**config.mk**
```make
export PLATFORM = sky130hd
export DESIGN_NAME = bse_core
export DESIGN_NICKNAME = d
export VERILOG_FILES = /design/src/hdl/bse_pkg.sv /design/src/hdl/bse_core.sv
export SDC_FILE = /design/constraint.sdc
export NUM_CORES = 2
export LEC_CHECK = 0
export BUFFER_PORTS_ARGS = -buffer_cell sky130_fd_sc_hd__clkbuf_2
export CORE_UTILIZATION = 40
export DETAILED_ROUTE_END_ITERATION = 6
export PLACE_DENSITY = 0.62
export SYNTH_ARGS = -nofsm -noshare
export SYNTH_HDL_FRONTEND = slang
export SYNTH_SLANG_ARGS = --single-unit
```
**constraint.sdc**
```tcl
create_clock -name sys_clk -period 7.1 [get_ports sys_clk]
set_clock_uncertainty 0.05 [all_clocks]
set_input_delay 1.42 -clock sys_clk [delete_from_list [all_inputs] [get_ports sys_clk]]
set_output_delay 1.42 -clock sys_clk [all_outputs]
set_load 0.03 [all_outputs]
```
**src/hdl/bse_pkg.sv**
```systemverilog
// Purpose: Shared constants and types for the bit and skip execution unit.
// Assumes: 8-bit data path, byte-wide register port.
// Notes:   Operation codes follow enum order; see the core for meaning.
package bse_pkg;

    // Data path width
    localparam int DATA_W = 8;
    localparam int BUS_AW = 8;

    // Register port map
    localparam logic [7:0] ADDR_WREG = 8'h00;
    localparam logic [7:0] ADDR_FLAGS = 8'h01;
    localparam logic [7:0] ADDR_STATUS = 8'h02;
    localparam logic [7:0] ADDR_IO_BASE = 8'h40;
    localparam logic [7:0] ADDR_MEM_BASE = 8'h80;

    // Flag register layout
    localparam int FLAG_Z = 0;
    localparam int FLAG_C = 1;
    localparam int FLAG_HALF = 2;
    localparam int FLAG_OVF = 3;
    localparam int FLAG_W = 4;

    // Status register layout
    localparam int STATUS_SKIP = 0;

    // Reset values
    localparam logic [7:0] WREG_RST = 8'h00;
    localparam logic [3:0] FLAGS_RST = 4'h0;
    localparam logic [7:0] IO_RST = 8'h00;
    localparam logic [7:0] MEM_RST = 8'h00;
    localparam logic [7:0] READ_ZERO = 8'h00;

    // Arithmetic constants
    localparam logic [7:0] ONE = 8'h01;
    localparam logic [7:0] BIT0_MASK = 8'h01;
    localparam logic [7:0] ZERO_BYTE = 8'h00;
    localparam int NIB_W = 4;
    localparam int SIGN_BIT = 7;

    // Operation codes; any code not listed acts as a plain slot
    typedef enum logic [3:0] {
        OP_NONE,
        OP_BIT_CLEAR_IO,
        OP_BIT_SET_IO,
        OP_BIT_CLEAR_MEM,
        OP_BIT_SET_MEM,
        OP_CMP_IMM,
        OP_CMP_MEM,
        OP_TEST_LOW_IO,
        OP_TEST_HIGH_IO,
        OP_TEST_LOW_MEM,
        OP_TEST_HIGH_MEM,
        OP_INC_WREG,
        OP_DEC_WREG,
        OP_INC_MEM,
        OP_DEC_MEM,
        OP_OTHER
    } bse_op_t;

endpackage : bse_pkg

```
**src/hdl/bse_core.sv**
```systemverilog
// Purpose: Executes bit set/clear and conditional skip operations.
// Assumes: One operation per valid cycle, single sys_clk, sync reset.
// Notes:   Depths must be powers of two; operand addresses wrap.
// Functional notes
// - IO bit clear drives only bit n low, others unchanged.
// - IO bit set drives only bit n high, others unchanged.
// - Memory bit clear writes 0 into bit n, others kept.
// - Memory bit set writes 1 into bit n, others kept.
// - Compare working register with immediate, skip next when equal.
// - Compare working register with memory byte, skip next when equal.
// - Compares set all four flags as working register minus operand.
// - Test IO bit n, skip next when it is 0.
// - Test IO bit n, skip next when it is 1.
// - Test memory bit n, skip next when it is 0.
// - Test memory bit n, skip next when it is 1.
// - Increment working register, store, skip next when result zero.
// - Decrement working register, store, skip next when result zero.
// - Increment memory byte, write back, skip next when result zero.
// - Decrement memory byte, write back, skip next when result zero.
// - Increment and decrement skips update all four arithmetic flags.
// - Bit set, clear and test leave the four flags unchanged.
`timescale 1ns/1ps
`default_nettype none

module bse_core #(
    parameter int IO_DEPTH = 16,
    parameter int MEM_DEPTH = 64
) (
    input wire logic sys_clk,
    input wire logic rst,
    input wire logic instr_valid,
    input wire bse_pkg::bse_op_t instr_op,
    input wire logic [7:0] instr_addr,
    input wire logic [2:0] instr_bit,
    input wire logic [7:0] instr_imm,
    input wire logic [7:0] bus_addr,
    input wire logic [7:0] bus_wdata,
    input wire logic bus_wr,
    input wire logic bus_rd,
    output logic [7:0] bus_rdata,
    output logic [7:0] working_register,
    output logic zero_flag,
    output logic carry_flag,
    output logic half_carry_flag,
    output logic overflow_flag,
    output logic skip_pending,
    output logic instr_discarded
);

    localparam int IO_IW = $clog2(IO_DEPTH);
    localparam int MEM_IW = $clog2(MEM_DEPTH);

    // Storage
    logic [7:0] io_regs [IO_DEPTH];
    logic [7:0] mem [MEM_DEPTH];
    logic [bse_pkg::FLAG_W-1:0] flags;

    // Operand indices and bytes
    logic [IO_IW-1:0] io_idx;
    logic [MEM_IW-1:0] mem_idx;
    logic [7:0] io_byte;
    logic [7:0] mem_byte;
    logic [7:0] bit_mask;

    // Decoded actions of the current operation
    logic live;
    logic discard;
    logic is_arith;
    logic is_sub;
    logic [7:0] opa;
    logic [7:0] opb;
    logic [8:0] full;
    logic [4:0] low;
    logic [7:0] result;
    logic next_carry;
    logic next_half;
    logic next_ov;
    logic skip_cond;
    logic acc_we;
    logic io_we;
    logic mem_we;
    logic [7:0] io_wval;
    logic [7:0] mem_wval;

    // Register port decode
    logic [7:0] bus_io_off;
    logic [7:0] bus_mem_off;
    logic bus_in_io;
    logic bus_in_mem;
    logic [IO_IW-1:0] bus_io_idx;
    logic [MEM_IW-1:0] bus_mem_idx;
    logic [7:0] flag_byte;
    logic [7:0] status_byte;
    logic [7:0] next_rdata;

    assign io_idx = instr_addr[IO_IW-1:0];
    assign mem_idx = instr_addr[MEM_IW-1:0];
    assign io_byte = io_regs[io_idx];
    assign mem_byte = mem[mem_idx];
    assign bit_mask = bse_pkg::BIT0_MASK << instr_bit;

    // A pending skip swallows the next issued operation; idle cycles
    // leave it armed, so the skip always lands on a real issue slot
    assign live = instr_valid & ~skip_pending;
    assign discard = instr_valid & skip_pending;

    // Operand selection, write-back targets and skip condition
    always_comb begin
        is_arith = 1'b0;
        is_sub = 1'b0;
        opa = working_register;
        opb = bse_pkg::ONE;
        acc_we = 1'b0;
        io_we = 1'b0;
        mem_we = 1'b0;
        io_wval = io_byte;
        mem_wval = mem_byte;
        skip_cond = 1'b0;
        case (instr_op)
            bse_pkg::OP_BIT_CLEAR_IO: begin
                io_we = 1'b1;
                io_wval = io_byte & ~bit_mask;
            end
            bse_pkg::OP_BIT_SET_IO: begin
                io_we = 1'b1;
                io_wval = io_byte | bit_mask;
            end
            bse_pkg::OP_BIT_CLEAR_MEM: begin
                mem_we = 1'b1;
                mem_wval = mem_byte & ~bit_mask;
            end
            bse_pkg::OP_BIT_SET_MEM: begin
                mem_we = 1'b1;
                mem_wval = mem_byte | bit_mask;
            end
            bse_pkg::OP_CMP_IMM: begin
                is_arith = 1'b1;
                is_sub = 1'b1;
                opb = instr_imm;
                skip_cond = (working_register == instr_imm);
            end
            bse_pkg::OP_CMP_MEM: begin
                is_arith = 1'b1;
                is_sub = 1'b1;
                opb = mem_byte;
                skip_cond = (working_register == mem_byte);
            end
            bse_pkg::OP_TEST_LOW_IO: begin
                skip_cond = ~io_byte[instr_bit];
            end
            bse_pkg::OP_TEST_HIGH_IO: begin
                skip_cond = io_byte[instr_bit];
            end
            bse_pkg::OP_TEST_LOW_MEM: begin
                skip_cond = ~mem_byte[instr_bit];
            end
            bse_pkg::OP_TEST_HIGH_MEM: begin
                skip_cond = mem_byte[instr_bit];
            end
            bse_pkg::OP_INC_WREG: begin
                is_arith = 1'b1;
                acc_we = 1'b1;
                skip_cond = (result == bse_pkg::ZERO_BYTE);
            end
            bse_pkg::OP_DEC_WREG: begin
                is_arith = 1'b1;
                is_sub = 1'b1;
                acc_we = 1'b1;
                skip_cond = (result == bse_pkg::ZERO_BYTE);
            end
            bse_pkg::OP_INC_MEM: begin
                is_arith = 1'b1;
                opa = mem_byte;
                mem_we = 1'b1;
                mem_wval = result;
                skip_cond = (result == bse_pkg::ZERO_BYTE);
            end
            bse_pkg::OP_DEC_MEM: begin
                is_arith = 1'b1;
                is_sub = 1'b1;
                opa = mem_byte;
                mem_we = 1'b1;
                mem_wval = result;
                skip_cond = (result == bse_pkg::ZERO_BYTE);
            end
            default: begin
                skip_cond = 1'b0;
            end
        endcase
    end

    // Adder/subtractor with borrow, half borrow and signed overflow
    always_comb begin
        if (is_sub) begin
            full = {1'b0, opa} - {1'b0, opb};
            low = {1'b0, opa[bse_pkg::NIB_W-1:0]}
                - {1'b0, opb[bse_pkg::NIB_W-1:0]};
        end else begin
            full = {1'b0, opa} + {1'b0, opb};
            low = {1'b0, opa[bse_pkg::NIB_W-1:0]}
                + {1'b0, opb[bse_pkg::NIB_W-1:0]};
        end
        result = full[bse_pkg::DATA_W-1:0];
        next_carry = full[bse_pkg::DATA_W];
        next_half = low[bse_pkg::NIB_W];
        if (is_sub) begin
            next_ov = (opa[bse_pkg::SIGN_BIT] != opb[bse_pkg::SIGN_BIT])
                & (result[bse_pkg::SIGN_BIT] != opa[bse_pkg::SIGN_BIT]);
        end else begin
            next_ov = (opa[bse_pkg::SIGN_BIT] == opb[bse_pkg::SIGN_BIT])
                & (result[bse_pkg::SIGN_BIT] != opa[bse_pkg::SIGN_BIT]);
        end
    end

    // Register port address decode for the IO and memory windows
    assign bus_io_off = bus_addr - bse_pkg::ADDR_IO_BASE;
    assign bus_mem_off = bus_addr - bse_pkg::ADDR_MEM_BASE;
    assign bus_in_io = (bus_addr >= bse_pkg::ADDR_IO_BASE)
        && (int'(bus_io_off) < IO_DEPTH);
    assign bus_in_mem = (bus_addr >= bse_pkg::ADDR_MEM_BASE)
        && (int'(bus_mem_off) < MEM_DEPTH);
    assign bus_io_idx = bus_io_off[IO_IW-1:0];
    assign bus_mem_idx = bus_mem_off[MEM_IW-1:0];

    // Working register; an executed operation wins over a port write
    always_ff @(posedge sys_clk) begin
        if (rst) begin
            working_register <= bse_pkg::WREG_RST;
        end else if (live && acc_we) begin
            working_register <= result;
        end else if (bus_wr && bus_addr == bse_pkg::ADDR_WREG) begin
            working_register <= bus_wdata;
        end
    end

    // Flags change only for compares, increment/decrement skips and port writes to the flag register
    always_ff @(posedge sys_clk) begin
        if (rst) begin
            flags <= bse_pkg::FLAGS_RST;
        end else if (live && is_arith) begin
            flags[bse_pkg::FLAG_Z] <= (result == bse_pkg::ZERO_BYTE);
            flags[bse_pkg::FLAG_C] <= next_carry;
            flags[bse_pkg::FLAG_HALF] <= next_half;
            flags[bse_pkg::FLAG_OVF] <= next_ov;
        end else if (bus_wr && bus_addr == bse_pkg::ADDR_FLAGS) begin
            flags <= bus_wdata[bse_pkg::FLAG_W-1:0];
        end
        // Bit operations never reach the branch above
    end

    assign zero_flag = flags[bse_pkg::FLAG_Z];
    assign carry_flag = flags[bse_pkg::FLAG_C];
    assign half_carry_flag = flags[bse_pkg::FLAG_HALF];
    assign overflow_flag = flags[bse_pkg::FLAG_OVF];

    // Skip state: armed by a met condition, consumed by the next slot
    always_ff @(posedge sys_clk) begin
        if (rst) begin
            skip_pending <= 1'b0;
            instr_discarded <= 1'b0;
        end else begin
            instr_discarded <= discard;
            if (live) begin
                skip_pending <= skip_cond;
            end else if (discard) begin
                skip_pending <= 1'b0;
            end
        end
    end

    // IO register file
    // The op write comes last so it wins over a port write to one byte
    always_ff @(posedge sys_clk) begin
        if (rst) begin
            for (int i = 0; i < IO_DEPTH; i++) begin
                io_regs[i] <= bse_pkg::IO_RST;
            end
        end else begin
            if (bus_wr && bus_in_io) begin
                io_regs[bus_io_idx] <= bus_wdata;
            end
            if (live && io_we) begin
                io_regs[io_idx] <= io_wval;
            end
        end
    end

    // Data memory
    // Same ordering as the IO file: the executed op has the last word
    always_ff @(posedge sys_clk) begin
        if (rst) begin
            for (int i = 0; i < MEM_DEPTH; i++) begin
                mem[i] <= bse_pkg::MEM_RST;
            end
        end else begin
            if (bus_wr && bus_in_mem) begin
                mem[bus_mem_idx] <= bus_wdata;
            end
            if (live && mem_we) begin
                mem[mem_idx] <= mem_wval;
            end
        end
    end

    // Readable views of the flag and status registers, unused bits zero
    always_comb begin
        flag_byte = bse_pkg::READ_ZERO;
        flag_byte[bse_pkg::FLAG_W-1:0] = flags;
        status_byte = bse_pkg::READ_ZERO;
        status_byte[bse_pkg::STATUS_SKIP] = skip_pending;
    end

    // Read mux; idle cycles and unmapped addresses give zero
    always_comb begin
        next_rdata = bse_pkg::READ_ZERO;
        if (bus_rd) begin
            if (bus_addr == bse_pkg::ADDR_WREG) begin
                next_rdata = working_register;
            end else if (bus_addr == bse_pkg::ADDR_FLAGS) begin
                next_rdata = flag_byte;
            end else if (bus_addr == bse_pkg::ADDR_STATUS) begin
                next_rdata = status_byte;
            end else if (bus_in_io) begin
                next_rdata = io_regs[bus_io_idx];
            end else if (bus_in_mem) begin
                next_rdata = mem[bus_mem_idx];
            end
        end
    end

    // Read data stands in the cycle after the read strobe only; a read
    // shows the state from before the edge that samples the strobe
    always_ff @(posedge sys_clk) begin
        if (rst) begin
            bus_rdata <= bse_pkg::READ_ZERO;
        end else begin
            bus_rdata <= next_rdata;
        end
    end

endmodule : bse_core

`default_nettype wire

```
# Yosys cells after proc, flatten, opt, wreduce, memory -nomap -nowiden
# Memory sizes are Yosys's and may differ from the RTL's.
# Cells that the tools add are included.
dict set report totals {
  regBits 22
  ramBits 640
  input_bits 44
  word_cells 134
  n_memories 2
}
dict set report op_classes {
  add_sub_neg 6
  n_lt_le_gt_ge 5
  n_eq_ne 21
  shift 1
  mux 54
  bitwise 13
  n_reduce_logical 27
}
# name words width rd rd_clocked_by_memory_dff write_ports line
set memory_table {}
lappend memory_table {mem 64 8 2 0 64 bse_core.sv:55} ;# logic [7:0] mem [MEM_DEPTH];
lappend memory_table {io_regs 16 8 2 0 16 bse_core.sv:54} ;# logic [7:0] io_regs [IO_DEPTH];
# operator n
set ops {}
lappend ops {{8-bit 2-to-1 mux} 12}
lappend ops {{8-bit one-hot mux with 2 select lines} 2}
lappend ops {{8-bit OR reduction} 4}
lappend ops {{4-bit == test, second input constant} 7}
lappend ops {{1-bit 2-to-1 mux} 28}
lappend ops {{8-bit one-hot mux with 3 select lines} 1}
lappend ops {{8-bit bitwise AND} 2}
lappend ops {{4-bit by 3-bit == test with 1-bit output, second input constant} 4}
lappend ops {{8-bit == test} 2}
lappend ops {{8-bit zero test} 2}
lappend ops {{4-bit 2-to-1 mux} 4}
lappend ops {{8-bit OR} 2}
lappend ops {{6-bit 2-to-1 mux} 2}
lappend ops {{4-bit OR reduction} 3}
lappend ops {{1-bit logical AND} 10}
lappend ops {{8-bit by 8-bit adder with 9-bit output} 1}
lappend ops {{9-bit 2-to-1 mux} 1}
lappend ops {{8-bit by 8-bit subtractor with 9-bit output} 1}
lappend ops {{4-bit by 2-bit == test with 1-bit output, second input constant} 2}
lappend ops {{8-bit by 1-bit == test with 1-bit output, second input constant} 1}
lappend ops {{8-bit by 2-bit == test with 1-bit output, second input constant} 1}
lappend ops {{8-bit by 7-bit greater-or-equal comparator with 1-bit output, second input constant} 1}
lappend ops {{8-bit greater-or-equal comparator, second input constant} 1}
lappend ops {{8-bit by 5-bit less-than comparator with 1-bit output, second input constant} 1}
lappend ops {{19 further kinds} 32}

# Logic depth before layout (Yosys ltp)
dict set report depth {
  depth_word 9
  ltp_mapped 29
}

# Worst setup path before layout
# OpenSTA, ideal clock, no wires.
dict set report synth_timing {
  kind {input to register}
  from {input port instr_addr[0]}
  to {memory mem[10][6] (data pin)}
  setup_time_ns 0.267
  t_arrival_ns 6.065
  path_slack_ns 0.719
  stages 25
  path_buffers 6
  path_cell_list {buf_6 -> buf_12 -> buf_6 -> buf_2 -> mux2i_1 -> a21oi_1 -> a221oi_1 -> nand3_1 -> o21ba_2 -> a22oi_1 -> ha_1 -> o211ai_1 -> o41a_1 -> nor2_1 -> ha_1 -> a21o_1 -> a21oi_1 -> nor2b_1 -> o21a_1 -> nor2_1 -> xnor2_1 -> a222oi_1 -> clkbuf_1 -> clkbuf_1 -> o21ai_0}
}
# element line
set synth_lines {}
lappend synth_lines {{from (decl)} bse_core.sv:33} ;# input wire logic [7:0] instr_addr,
lappend synth_lines {{to (decl)} bse_core.sv:55}

==> run metrics <==
status=finished with violations; failing checks=DRC; Clock Tree Buf Depth=3; max-cap check violation count=0; # fillers=approximately 9.2k; number of synthesized flops with an enable pin=640; final wirelength=155000 um; post-route design area=roughly 46000 um^2; slowest cell delay on critical path=0.70 ns; Setup TNS Final=0 ns; synthesized area=roughly 40000 um^2; final net count=3615; Setup CP Type=in2reg; number of unique standard cell types used by synthesis=74; Area Overhead vs Synth=11.8%; maximum VDD drop=roughly 0.00013 V; Max Slew Vio Count=0; Setup Buffers After CTS=0; maximum clock frequency=~150 MHz; CTS sink cnt=662; post-DP HPWL=around 100000 um; global-route wire length before repair=222000 um; drt wl/cell=approximately 31 um; non-filler instance count after layout=around 5.0k; Starting DRT DRC Count=approximately 5.3k; relative slew slack=between 10% and 20%; antenna viol nets, final=0; Placed Area=43500 um^2; hold_buf cts=0; Starting Density=between 40% and 50%; clk root buf=clkbuf_16; vias in the first global route=roughly 30k; Pwr Total=between 9000 and 10000 uW; Pwr Density=between 200 and 250 nW/um^2; DRC=7; initial antenna violation count=8; All-Layer GR Usage=approximately 30%; CTS resizes=0; Final GP Congestion=roughly 0.98; Num CTS Buffers=just over 70; Final Hold Fails=0; Synth async-reset ratio=0%; most frequent cells in the layout=edfxtp_1, nand3_1, mux4_2; H-tree Lvls=3; Via Count=33.5k; cells after synthesis=3577; TritonRoute pass-1 iters=7; hold_ws=between 0.5 and 0.6 ns; largest net degree at the start of global routing=between 70 and 80; most common cell after layout, fill and taps aside=edfxtp_1; CP endpoint kind=flop; Top FF cell, synth=edfxtp_1; flop and latch count out of synthesis=~660; CTS tree=built; Final period util=95.1%; Rows=about 120; CP Data Required Time=~7.4 ns; worst path arrival time=7.06 ns; CP max FO=22; Die Area=around 100000 um^2; routed vias/inst=about 6.7; worst slew pin tran=1.31 ns; share of layout cells above drive strength 1=20.8%; synth warn=0; Die Span X=~320 um; grt ovf=0; HP Class=reg2reg; DIE HEIGHT=roughly 320 um; syn nets=3631; # IOs=66; core area=around 100000 um^2; Clk pin slew, worst setup/hold paths=~0.060 ns; Final min period=between 6 and 7 ns; sequential-to-total area share from yosys stat=47.9%; critical path cell sequence=buf_8 -> buf_12 -> buf_12 -> buf_4 -> mux2i_1 -> a22oi_1 -> nand2_1 -> o22ai_1 -> nor4b_1 -> buf_4 -> o31ai_1 -> o41a_1 -> nor2_1 -> ha_1 -> a21o_1 -> a21oi_1 -> nor2b_1 -> o21a_1 -> nor2_1 -> xnor2_1 -> a222oi_1 -> buf_4 -> buf_12 -> o21ai_0; placed cell count=4856; Avg Cell Area, Syn=~11 um^2; startpoint types=primary input; RSZ-0062 raised after global routing=false; Slowest cell on crit path=nor4b_1; port bufs=63; Leakage Power=0.0154 uW; final setup vio count=0; clk_lat worst skew=~0.64 ns
[cell families after synthesis]
logic type / Yosys count / share of synthesized area, %
AO/OA/AOI/OAI: 892 / 13.1
XOR/XNOR: 21 / 0.448
adder cells (fa/ha/maj): 10 / 0.323
buffers and inverters: 383 / 4.00
flip-flops: 662 / 47.9
multiplexers: 458 / 21.0
AND/OR/NAND/NOR: 1151 / 13.1
[power by group]
group          total (uW)  switching, uW  internal, uW
clock                3840           1660          2180
sequential           4500           89.4          4410
combinational        1630           1080           552
total                9970           2830          7140
[flip-flops by register name (all words and copies together), names as in the netlist]
name,count
bus_rdata,8
flags,4
instr_discarded,1
io_regs,128
mem,512
skip_pending,1
working_register,8
[critical path, delay by kind of cell]
kind	cells	cell delay, ns
buffers and inverters	7	1.69
muxes	1	0.23
and+or+nand+nor	5	1.12
adders and majority gates	1	0.28
AOI/OAI and AO/OA	9	2.10
xor gates and xnor gates	1	0.16
[cell usage after synthesis (12+ instances only)]
cell	number	area [um^2]
inv_1	13	48.8
nand2_1	243	912
a21oi_1	55	275
dfxtp_1	22	440
nor2b_1	20	125
edfxtp_1	640	19200
o22ai_1	12	75.1
a22o_1	135	1180
buf_2	36	180
nor2_1	225	845
a211oi_1	12	90.1
mux4_2	322	7250
mux2i_1	126	1260
buf_1	33	124
buf_4	15	113
o21ai_0	310	1550
a22oi_1	36	270
nand3_1	551	2760
nor3_1	44	220
clkbuf_1	271	1020
o21ai_1	259	1300
[worst paths after layout]
kind                        to  slack (ns)  cells past startpoint     startpoint
setup / recovery    mem[57][6]        0.35                     24  instr_addr[0]
setup reg to reg    mem[57][6]        1.11                     22     mem[46][1]
hold / removal    bus_rdata[0]        0.54                      1       flags[0]
hold reg to reg   bus_rdata[0]        0.54                      1       flags[0]
[cell type report]
class	instances	area (um^2)	share of cell area, %
Tap cell	1368	1710	3.73
Sequential cell	662	19700	42.9
Timing Repair Buffer	278	2310	5.04
Antenna cell	4	10.0	0.0218
Multi-Input combinational cell	2532	19800	43.2
Inverter	16	60.1	0.131
Clock buffer	84	1910	4.17
Clock inverter	41	389	0.849
[per-stage QoR]
step / setup WS [ns] / utilization [%]
global placement: -0.0418 / 42.8
CTS: 0.513 / 45.0
detailed placement: -0.139 / 42.8
floorplan: 0.719 / -
global route: 0.199 / 45.0
finish: 0.351 / 45.0
[layer usage]
layer / track usage, % / share of wire, % / vias up / routed length [um]
met3: 7.83 / 14 / 376 / 21800
met1: 39.5 / 37 / 16400 / 56700
met2: 45.1 / 44 / 2619 / 68600
li1: - / - / 14100 / -
met5: 0 / 0.029 / - / 45
met4: 13.2 / 4.8 / 8 / 7450
Power figures use the tool's default switching activity.
